==> src/common/fspg_pkg.sv <==
package fspg_pkg;
  localparam int ADDR_W = 16;
  localparam logic [7:0] PC_LOW_MASK = 8'h00;
  // boundary decode: boot size fuse code -> loader start page (word address upper byte)
  localparam logic [7:0] LOADER_START_0 = 8'hF0;
  localparam logic [7:0] LOADER_START_1 = 8'hF8;
  localparam logic [7:0] LOADER_START_2 = 8'hFC;
  localparam logic [7:0] LOADER_START_3 = 8'hFE;
  localparam logic [7:0] HALT_START = 8'hE0;
  localparam logic [1:0] PROT_FREE = 2'h3;
  localparam logic [1:0] PROT_NOSTORE = 2'h2;
  localparam logic [1:0] PROT_NONE = 2'h0;
  localparam logic [1:0] PROT_NOLOAD = 2'h1;
  localparam int OP_TIME_US = 4;
  localparam int CLK_MHZ = 20;
  localparam int OP_CYCLES = OP_TIME_US * CLK_MHZ;
  localparam logic [3:0] REG_CTRL = 4'h0;
  localparam logic [3:0] REG_STATUS = 4'h1;
  localparam logic [3:0] REG_LOCK = 4'h2;
  localparam int CTRL_READ_EN_BIT = 0;
  localparam int LOCK_LOADER_LO_BIT = 2;
  typedef struct packed {
    logic store;
    logic load;
    logic [ADDR_W-1:0] pc;
    logic [ADDR_W-1:0] target;
  } fspg_req_s;
  typedef enum logic [1:0] {
    ST_IDLE = 2'b00,
    ST_BUSY = 2'b01,
    ST_DONE = 2'b11
  } fspg_state_e;
endpackage : fspg_pkg

==> src/core/fspg_guard.sv <==
// Added by the designer: the placing of the registers and strobed register access.
`timescale 1ns/1ps
`default_nettype none
module fspg_guard
  import fspg_pkg::*;
#(
  parameter int OP_CYC = OP_CYCLES
) (
  input wire logic clk,
  input wire logic rst,
  input wire fspg_req_s req,
  input wire logic [1:0] bootSizeFuses,
  input wire logic vectorsInLoader,
  input wire logic [1:0] generalLock,
  input wire logic chipErase,
  input wire logic pgmLockWr,
  input wire logic [3:0] pgmLockData,
  input wire logic [3:0] regAddr,
  input wire logic [7:0] regWdata,
  input wire logic regWr,
  input wire logic regRd,
  output logic [7:0] regRdata,
  output logic startOp,
  output logic cpuStall,
  output logic rwAreaBlock,
  output logic loadGranted,
  output logic irqSuppress
);
  function automatic logic inLoader(input logic [ADDR_W-1:0] a, input logic [1:0] bs);
    logic [7:0] start;
    start = (bs == 2'h0) ? LOADER_START_0 : (bs == 2'h1) ? LOADER_START_1 :
            (bs == 2'h2) ? LOADER_START_2 : LOADER_START_3;
    return a[ADDR_W-1 -: 8] >= start;
  endfunction : inLoader

  fspg_state_e state_q, state_d;
  logic [15:0] cnt_q;
  logic [1:0] appProt_q;
  logic [1:0] ldrProt_q;
  logic busy_q;
  logic haltOp_q;
  logic [7:0] rdata_q;
  logic startOp_q, loadGranted_q, irqSup_q;

  wire logic pcLoader = inLoader(req.pc, bootSizeFuses);
  wire logic tgtLoader = inLoader(req.target, bootSizeFuses);
  wire logic tgtHalt = req.target[ADDR_W-1 -: 8] >= HALT_START;
  wire logic [1:0] tgtProt = tgtLoader ? ldrProt_q : appProt_q;
  // generalLock is deliberately not consulted here
  wire logic storeLocked = !tgtProt[0];
  wire logic loadLocked = !tgtProt[1] && (pcLoader != tgtLoader);
  wire logic storeOk = req.store && pcLoader && !storeLocked && state_q == ST_IDLE;
  wire logic loadOk = req.load && !loadLocked && !(busy_q && !tgtHalt);
  wire logic readEnWr = regWr && regAddr == REG_CTRL && regWdata[CTRL_READ_EN_BIT];
  wire logic irqMute = (pcLoader ? (!ldrProt_q[1] && !vectorsInLoader)
                                 : (!appProt_q[1] && vectorsInLoader));
  wire logic opEnd = state_q == ST_BUSY && cnt_q == 16'(OP_CYC - 1);

  always_comb begin
    state_d = state_q;
    unique case (state_q)
      ST_IDLE: if (storeOk) state_d = ST_BUSY;
      ST_BUSY: if (opEnd) state_d = ST_DONE;
      ST_DONE: state_d = ST_IDLE;
    endcase
  end

  always_ff @(posedge clk) begin
    if (rst) begin
      state_q <= ST_IDLE;
      cnt_q <= 16'h0000;
      haltOp_q <= 1'b0;
    end else begin
      state_q <= state_d;
      cnt_q <= (state_q == ST_BUSY) ? cnt_q + 16'h0001 : 16'h0000;
      // held in a flop for the whole operation so the stall pin is glitch free
      haltOp_q <= storeOk ? tgtHalt : (haltOp_q && !opEnd);
    end
  end

  // busy sets on start and stays until software re-opens the area
  always_ff @(posedge clk) begin
    if (rst) busy_q <= 1'b0;
    else if (storeOk) busy_q <= 1'b1;
    else if (readEnWr && state_q == ST_IDLE) busy_q <= 1'b0;
  end

  // protect bits only move towards programmed unless reset or chip erase
  always_ff @(posedge clk) begin
    if (rst) begin
      appProt_q <= PROT_FREE;
      ldrProt_q <= PROT_FREE;
    end else if (chipErase) begin
      appProt_q <= PROT_FREE;
      ldrProt_q <= PROT_FREE;
    end else if (pgmLockWr) begin
      appProt_q <= appProt_q & pgmLockData[1:0];
      ldrProt_q <= ldrProt_q & pgmLockData[3:2];
    end else if (regWr && regAddr == REG_LOCK && pcLoader) begin
      appProt_q <= appProt_q & regWdata[1:0];
      ldrProt_q <= ldrProt_q & regWdata[3:2];
    end
  end

  always_ff @(posedge clk) begin
    if (rst) begin
      rdata_q <= 8'h00;
      startOp_q <= 1'b0;
      loadGranted_q <= 1'b0;
      irqSup_q <= 1'b0;
    end else begin
      rdata_q <= !regRd ? 8'h00 :
                 regAddr == REG_STATUS ? {6'h00, busy_q, state_q != ST_IDLE} :
                 regAddr == REG_LOCK ? {4'h0, ldrProt_q, appProt_q} : 8'h00;
      startOp_q <= storeOk;
      loadGranted_q <= loadOk;
      irqSup_q <= irqMute;
    end
  end

  assign regRdata = rdata_q;
  assign startOp = startOp_q;
  assign cpuStall = haltOp_q;
  assign rwAreaBlock = busy_q;
  assign loadGranted = loadGranted_q;
  assign irqSuppress = irqSup_q;

  // length of the current stall, so its bound needs no long repetition
  logic [15:0] stallRun_q;

  always_ff @(posedge clk) begin
    if (rst) stallRun_q <= 16'h0000;
    else if (cpuStall) stallRun_q <= stallRun_q + 16'h0001;
    else stallRun_q <= 16'h0000;
  end
endmodule : fspg_guard
`default_nettype wire

==> config.mk <==
export PLATFORM = sky130hd
export DESIGN_NAME = fspg_guard
export DESIGN_NICKNAME = d
export VERILOG_FILES = /design/src/common/fspg_pkg.sv /design/src/core/fspg_guard.sv
export SDC_FILE = /design/constraint.sdc
export NUM_CORES = 1
export LEC_CHECK = 0
export CAP_MARGIN = 0
export CORE_UTILIZATION = 59
export DETAILED_ROUTE_END_ITERATION = 10
export DONT_BUFFER_PORTS = 1
export GPL_TIMING_DRIVEN = 1
export MAX_ROUTING_LAYER = met4
export PLACE_DENSITY = 0.75
export SYNTH_ARGS = -nofsm -noshare
export SYNTH_HDL_FRONTEND = slang
export SYNTH_SLANG_ARGS = --single-unit
==> constraint.sdc <==
create_clock -name clk -period 2.2 [get_ports clk]
set_clock_uncertainty 0.15 [all_clocks]
set_input_delay 0 -clock clk [delete_from_list [all_inputs] [get_ports clk]]
set_output_delay 0 -clock clk [all_outputs]
set_load 0.02 [all_outputs]
# Word level (Yosys, flattened, before mapping)
# Index checks and enable logic that the tools add are counted.
# Widths: inputs -> output; s select.
[totals]
out_inout_bits = 13
wordCells = 86
ff_bits = 35
[op_classes]
magnitude_cmp = 3
mux = 17
bitwise_logic = 7
reduce_logical = 36
addsub = 1
n_eq_ne = 10
[op_table]
columns = ["operator", "n"]
rows = [
  ["$mux 2", 10],
  ["$add 16x1->16 const B", 1],
  ["$eq 16x7->1 const B", 1],
  ["$ge 8x8->1", 2],
  ["$logic_and 1x1->1", 16],
  ["$and 2x2->2", 4],
  ["$ge 8x8->1 const B", 1],
  ["$logic_not 1->1", 8],
  ["$pmux 2 s3", 1],
  ["$reduce_bool 2->1", 3],
  ["$reduce_or 2->1", 3],
  ["$eq 2x1->1 const B", 2],
  ["$eq 2x2->1 const B", 2],
  ["$eq 4x1->1 const B", 1],
  ["$eq 4x2->1 const B", 1],
  ["$logic_not 2->1", 2],
  ["$logic_not 4->1", 1],
  ["$mux 1", 4],
  ["$mux 4", 1],
  ["$ne 2x2->1 const B", 2],
  ["$reduce_or 4->1", 1],
  ["$mux 3", 1],
  ["$not 1->1", 3],
  ["$reduce_or 3->1", 1],
  ["other kinds (2)", 2],
]

# Longest topological paths before layout
[logic_depth]
word_depth = 11
mapped_depth = 7
mapped_depth_nobuf = 7

# Worst setup path before layout
# OpenSTA, ideal clock, no wires.
[synth_path]
path_kind = "reg2reg"
startpoint = "register cnt_q[0]"
endpoint = "register haltOp_q (netlist: cpuStall)"
period_less_slack_ns = 1.956
stages_incl_launch_ff = 7
required_ns = 1.929
path_buffers = 0
slack_ns = 0.244
t_arrival_ns = 1.685
path_cell_list = "dfxtp_1 -> ha_1 -> and3_4 -> nand4_1 -> or4_1 -> and3b_1 -> mux2_4"
[synth_between]
elab_chain_cells = 5
[synth_rtl]
columns = ["element", "line", "rtl"]
rows = [
  ["start, declared", "fspg_guard.sv:37", "logic [15:0] cnt_q;"],
  ["start signal, assigned", "fspg_guard.sv:75", "cnt_q <= (state_q == ST_BUSY) ? cnt_q + 16'h0001 : 16'h0000;"],
  ["$eq 16x7->1", "fspg_guard.sv:57", "wire logic opEnd = state_q == ST_BUSY && cnt_q == 16'(OP_CYC - 1);"],
  ["$logic_and 1x1->1", "fspg_guard.sv:57", ""],
  ["$logic_not 1->1", "fspg_guard.sv:77", "haltOp_q <= storeOk ? tgtHalt : (haltOp_q && !opEnd);"],
  ["$logic_and 1x1->1", "fspg_guard.sv:77", ""],
  ["$mux 1", "fspg_guard.sv:77", ""],
  ["end signal, assigned", "fspg_guard.sv:77", ""],
  ["end, declared", "fspg_guard.sv:41", "logic haltOp_q;"],
]
# No other way between the ends.
# A chain may end at the register's enable or synchronous reset.

==> metrics.md <==
| Metric | Value |
|---|---|
| Worst Path Required | 2.32 ns |
| Period Utilization, post-route | between 90% and 100% |
| Via count | 1479 |
| Net Switching | approximately 240 µW |
| Clk slew on worst S/H paths | 0.09 ns |
| Worst hold margin | roughly 0.12 ns |
| GPL Wtd Cong | a little under 0.9 |
| Cells after DPL | approximately 200 |
| Root Driver | clkbuf_4 |
| CTS tree | done |
| Worst VDD drop | roughly 520 µV |
| Crit path time final | roughly 2.2 ns |
| LEAKAGE | just over 0.0007 µW |
| Slew Limit Fails | 0 |
| Biggest fanout along the worst timing path | 10 |
| Initial Util | 65.2% |
| Worst EP arrival | between 2 and 2.5 ns |
| Hpwl dp | around 2300 µm |
| Fraction of registers with async set or reset after synthesis | 0% |
| Global route total overflow | 0 |
| Synth unique cells | 36 |
| FF+latch count, synth | 31 |
| Total CTS buffers | 5 |
| Synth Flop Type | dfxtp_1 |
| CP Class | primary input to register |
| Final setup fails | 0 |
| Synth Cell Area | 0.00151 mm² |
| 1st-iter DRT viols | 50 |
| Combinational power share | 9.6% |
| Max H-tree Level | 2 |
| Slew HR | roughly three fifths |
| Sequential Power Share | 52.2% |
| Clock latency on the worst-skew pair | about 0.33 ns |
| Die X | about 53 µm |
| Tot GR Track Use | around a third |
| Crit path capture type | register |
| Unrepaired setup endpoints after global routing | no |
| Max-cap violations | 0 |
| Die height | about 53 µm |
| Pre-CTS WS | ~0.11 ns |
| Antenna Cells | 0 |
| P&R area growth vs syn | 28.2% |
| Switching Share | 22.2% |
| Leading cell type in the layout, fill and taps excluded | dlygate4sd3_1 |
| Fillers | between 100 and 150 |
| Avg Cell Area, Syn | between 8 and 9 µm² |
| Yosys warns | 0 |
| Buffer depth of the longest clock path | 2 |
| Pwr Density | approximately 570 mW/mm² |
| Clk network pwr share | between 30% and 40% |
| Largest net degree at the start of global routing | 17 |
| Via/cell ratio | around 6 |
| Clk sinks | 31 |
| Row count | 17 |
| HP Class | primary input to register |
| Number of global-route vias before repair | 1418 |
| Count of final hold-check violations | 0 |
| Core ar. | approximately 0.0023 mm² |
| Seq/Total Area, Yosys | 41.0% |
| Post-synth EDFFs | 0 |
| Post-CTS Setup Inserts | 0 |
| I/O Pins | 74 |
| Peak Freq | about 460 MHz |
| Layout cells sized above 1 | 6.48% |
| DRC violations left | 0 |
| R2R Setup Slk | 0.03 ns |
| TritonRoute pass-1 iters | 5 |
| Drt wl/cell | between 15 and 20 µm |
| First-pass GRT wire length | 6140 µm |
| WL final | slightly above 4000 µm |
| Outcome | finished, final reports clean |
| Final WS setup | between 0.02 and 0.03 ns |
| Most frequent cells in the layout | dlygate4sd3_1, dfxtp_1, nor2_1 |
| Int Pwr | about 860 µW |
| # port buffers | 0 |
| Die ar. | 0.00277 mm² |
| Worst Tran Pin Value | around 0.62 ns |
| Setup TNS | 0 ns |
| Initial antenna violation count | 0 |
| Remaining antenna violation count | 0 |
| Gate count of the mapped netlist | ~180 |
| Fin nets | roughly 280 |
| Worst Setup Start Kind | primary input |
| Final non-filler cell total | roughly 240 |
## cell usage after synthesis, types with 2 or more instances
master	n	area, µm²
nand2b_1	4	25.0
and3b_1	2	17.5
inv_1	10	37.5
nand3b_1	2	15.0
nand2_1	10	37.5
nor2b_1	4	25.0
nor4_1	2	12.5
buf_4	4	30.0
nor3_1	5	25.0
nor2_1	28	105
nand3_1	7	35.0
xor2_1	3	26.3
ha_1	7	87.6
a21o_1	4	30.0
nand4_1	6	37.5
o21ai_0	9	45.0
or3_1	2	12.5
xnor2_1	9	78.8
clkbuf_1	3	11.3
and2_1	2	12.5
a2bb2oi_1	3	26.3
a21oi_1	9	45.0
dfxtp_1	31	621
## power by group through the flow
stage,combinational [µW],clock [µW],sequential [µW]
6_report,106,420,574
4_1_cts,98.0,424,573
2_1_floorplan,57.1,0,585
3_3_place_gp,56.0,0,586
5_1_grt,115,452,575
3_5_place_dp,58.6,0,586
## registers in the layout (all words and copies together), names as in the netlist
signal	cells
state_q	2
ldrProt_q	2
loadGranted	1
appProt_q	2
startOp	1
cnt_q	16
regRdata	4
rwAreaBlock	1
cpuStall	1
irqSuppress	1
## worst max-delay path: stages
cell	delay, ns
dlygate4sd3_1	0.67
nand3b_1	0.24
dlygate4sd3_1	0.58
a311oi_1	0.23
dlygate4sd3_1	0.57
## layer usage
layer | vias to the layer above | global-route usage, % | part of all wire, %
li1 | 688 | - | -
met1 | 688 | 34.9 | 38
met2 | 82 | 56.8 | 50
met3 | 21 | 7.54 | 7.4
met4 | 0 | 16.7 | 4.7
met5 | - | - | 0
## layout make-up
class / instances / area [µm²] / area share, %
well taps: 28 / 35.0 / 1.81
clock inverters: 1 / 30.0 / 1.55
inverters: 10 / 37.5 / 1.94
repair buffers: 34 / 338 / 17.4
clock buffers: 6 / 41.3 / 2.13
multi-input cells: 134 / 836 / 43.1
flip-flops and latches: 31 / 622 / 32.1
## through the flow
stage | power [µW] | utilization, % | instance area [µm²]
6_report | 1100 | 83.6 | 1940
5_1_grt | 1140 | 83.6 | 1940
4_1_cts | 1100 | 83.1 | 1930
3_5_place_dp | 645 | 65.8 | 1530
3_3_place_gp | 642 | 65.8 | 1530
2_1_floorplan | 642 | - | 1520
## path summary, 6_finish.rpt
path	endpoint	startpoint	cells after the start
worst max register to register	loadGranted	rwAreaBlock	5
worst min-delay path	cnt_q[14]	rst	2
worst max-delay path	loadGranted	rst	5
worst min register to register	cnt_q[0]	cnt_q[0]	1
## logic make-up after synthesis
logic type / synth area share, %
buffers and inverters: 5.21
adders and majority gates: 5.79
xor gates and xnor gates: 6.95
muxes: 0.992
DFF: 41.0
AOI/OAI and AO/OA: 12.9
and+or+nand+nor: 26.9
other: 0.248
## repair_timing
item	4_1_cts	5_1_grt
hold buffers	33	0
endpoints found under the setup margin	0	2
resized for setup	0	3
hold endpoints to repair	15	0
Power figures use the tool's default switching activity.
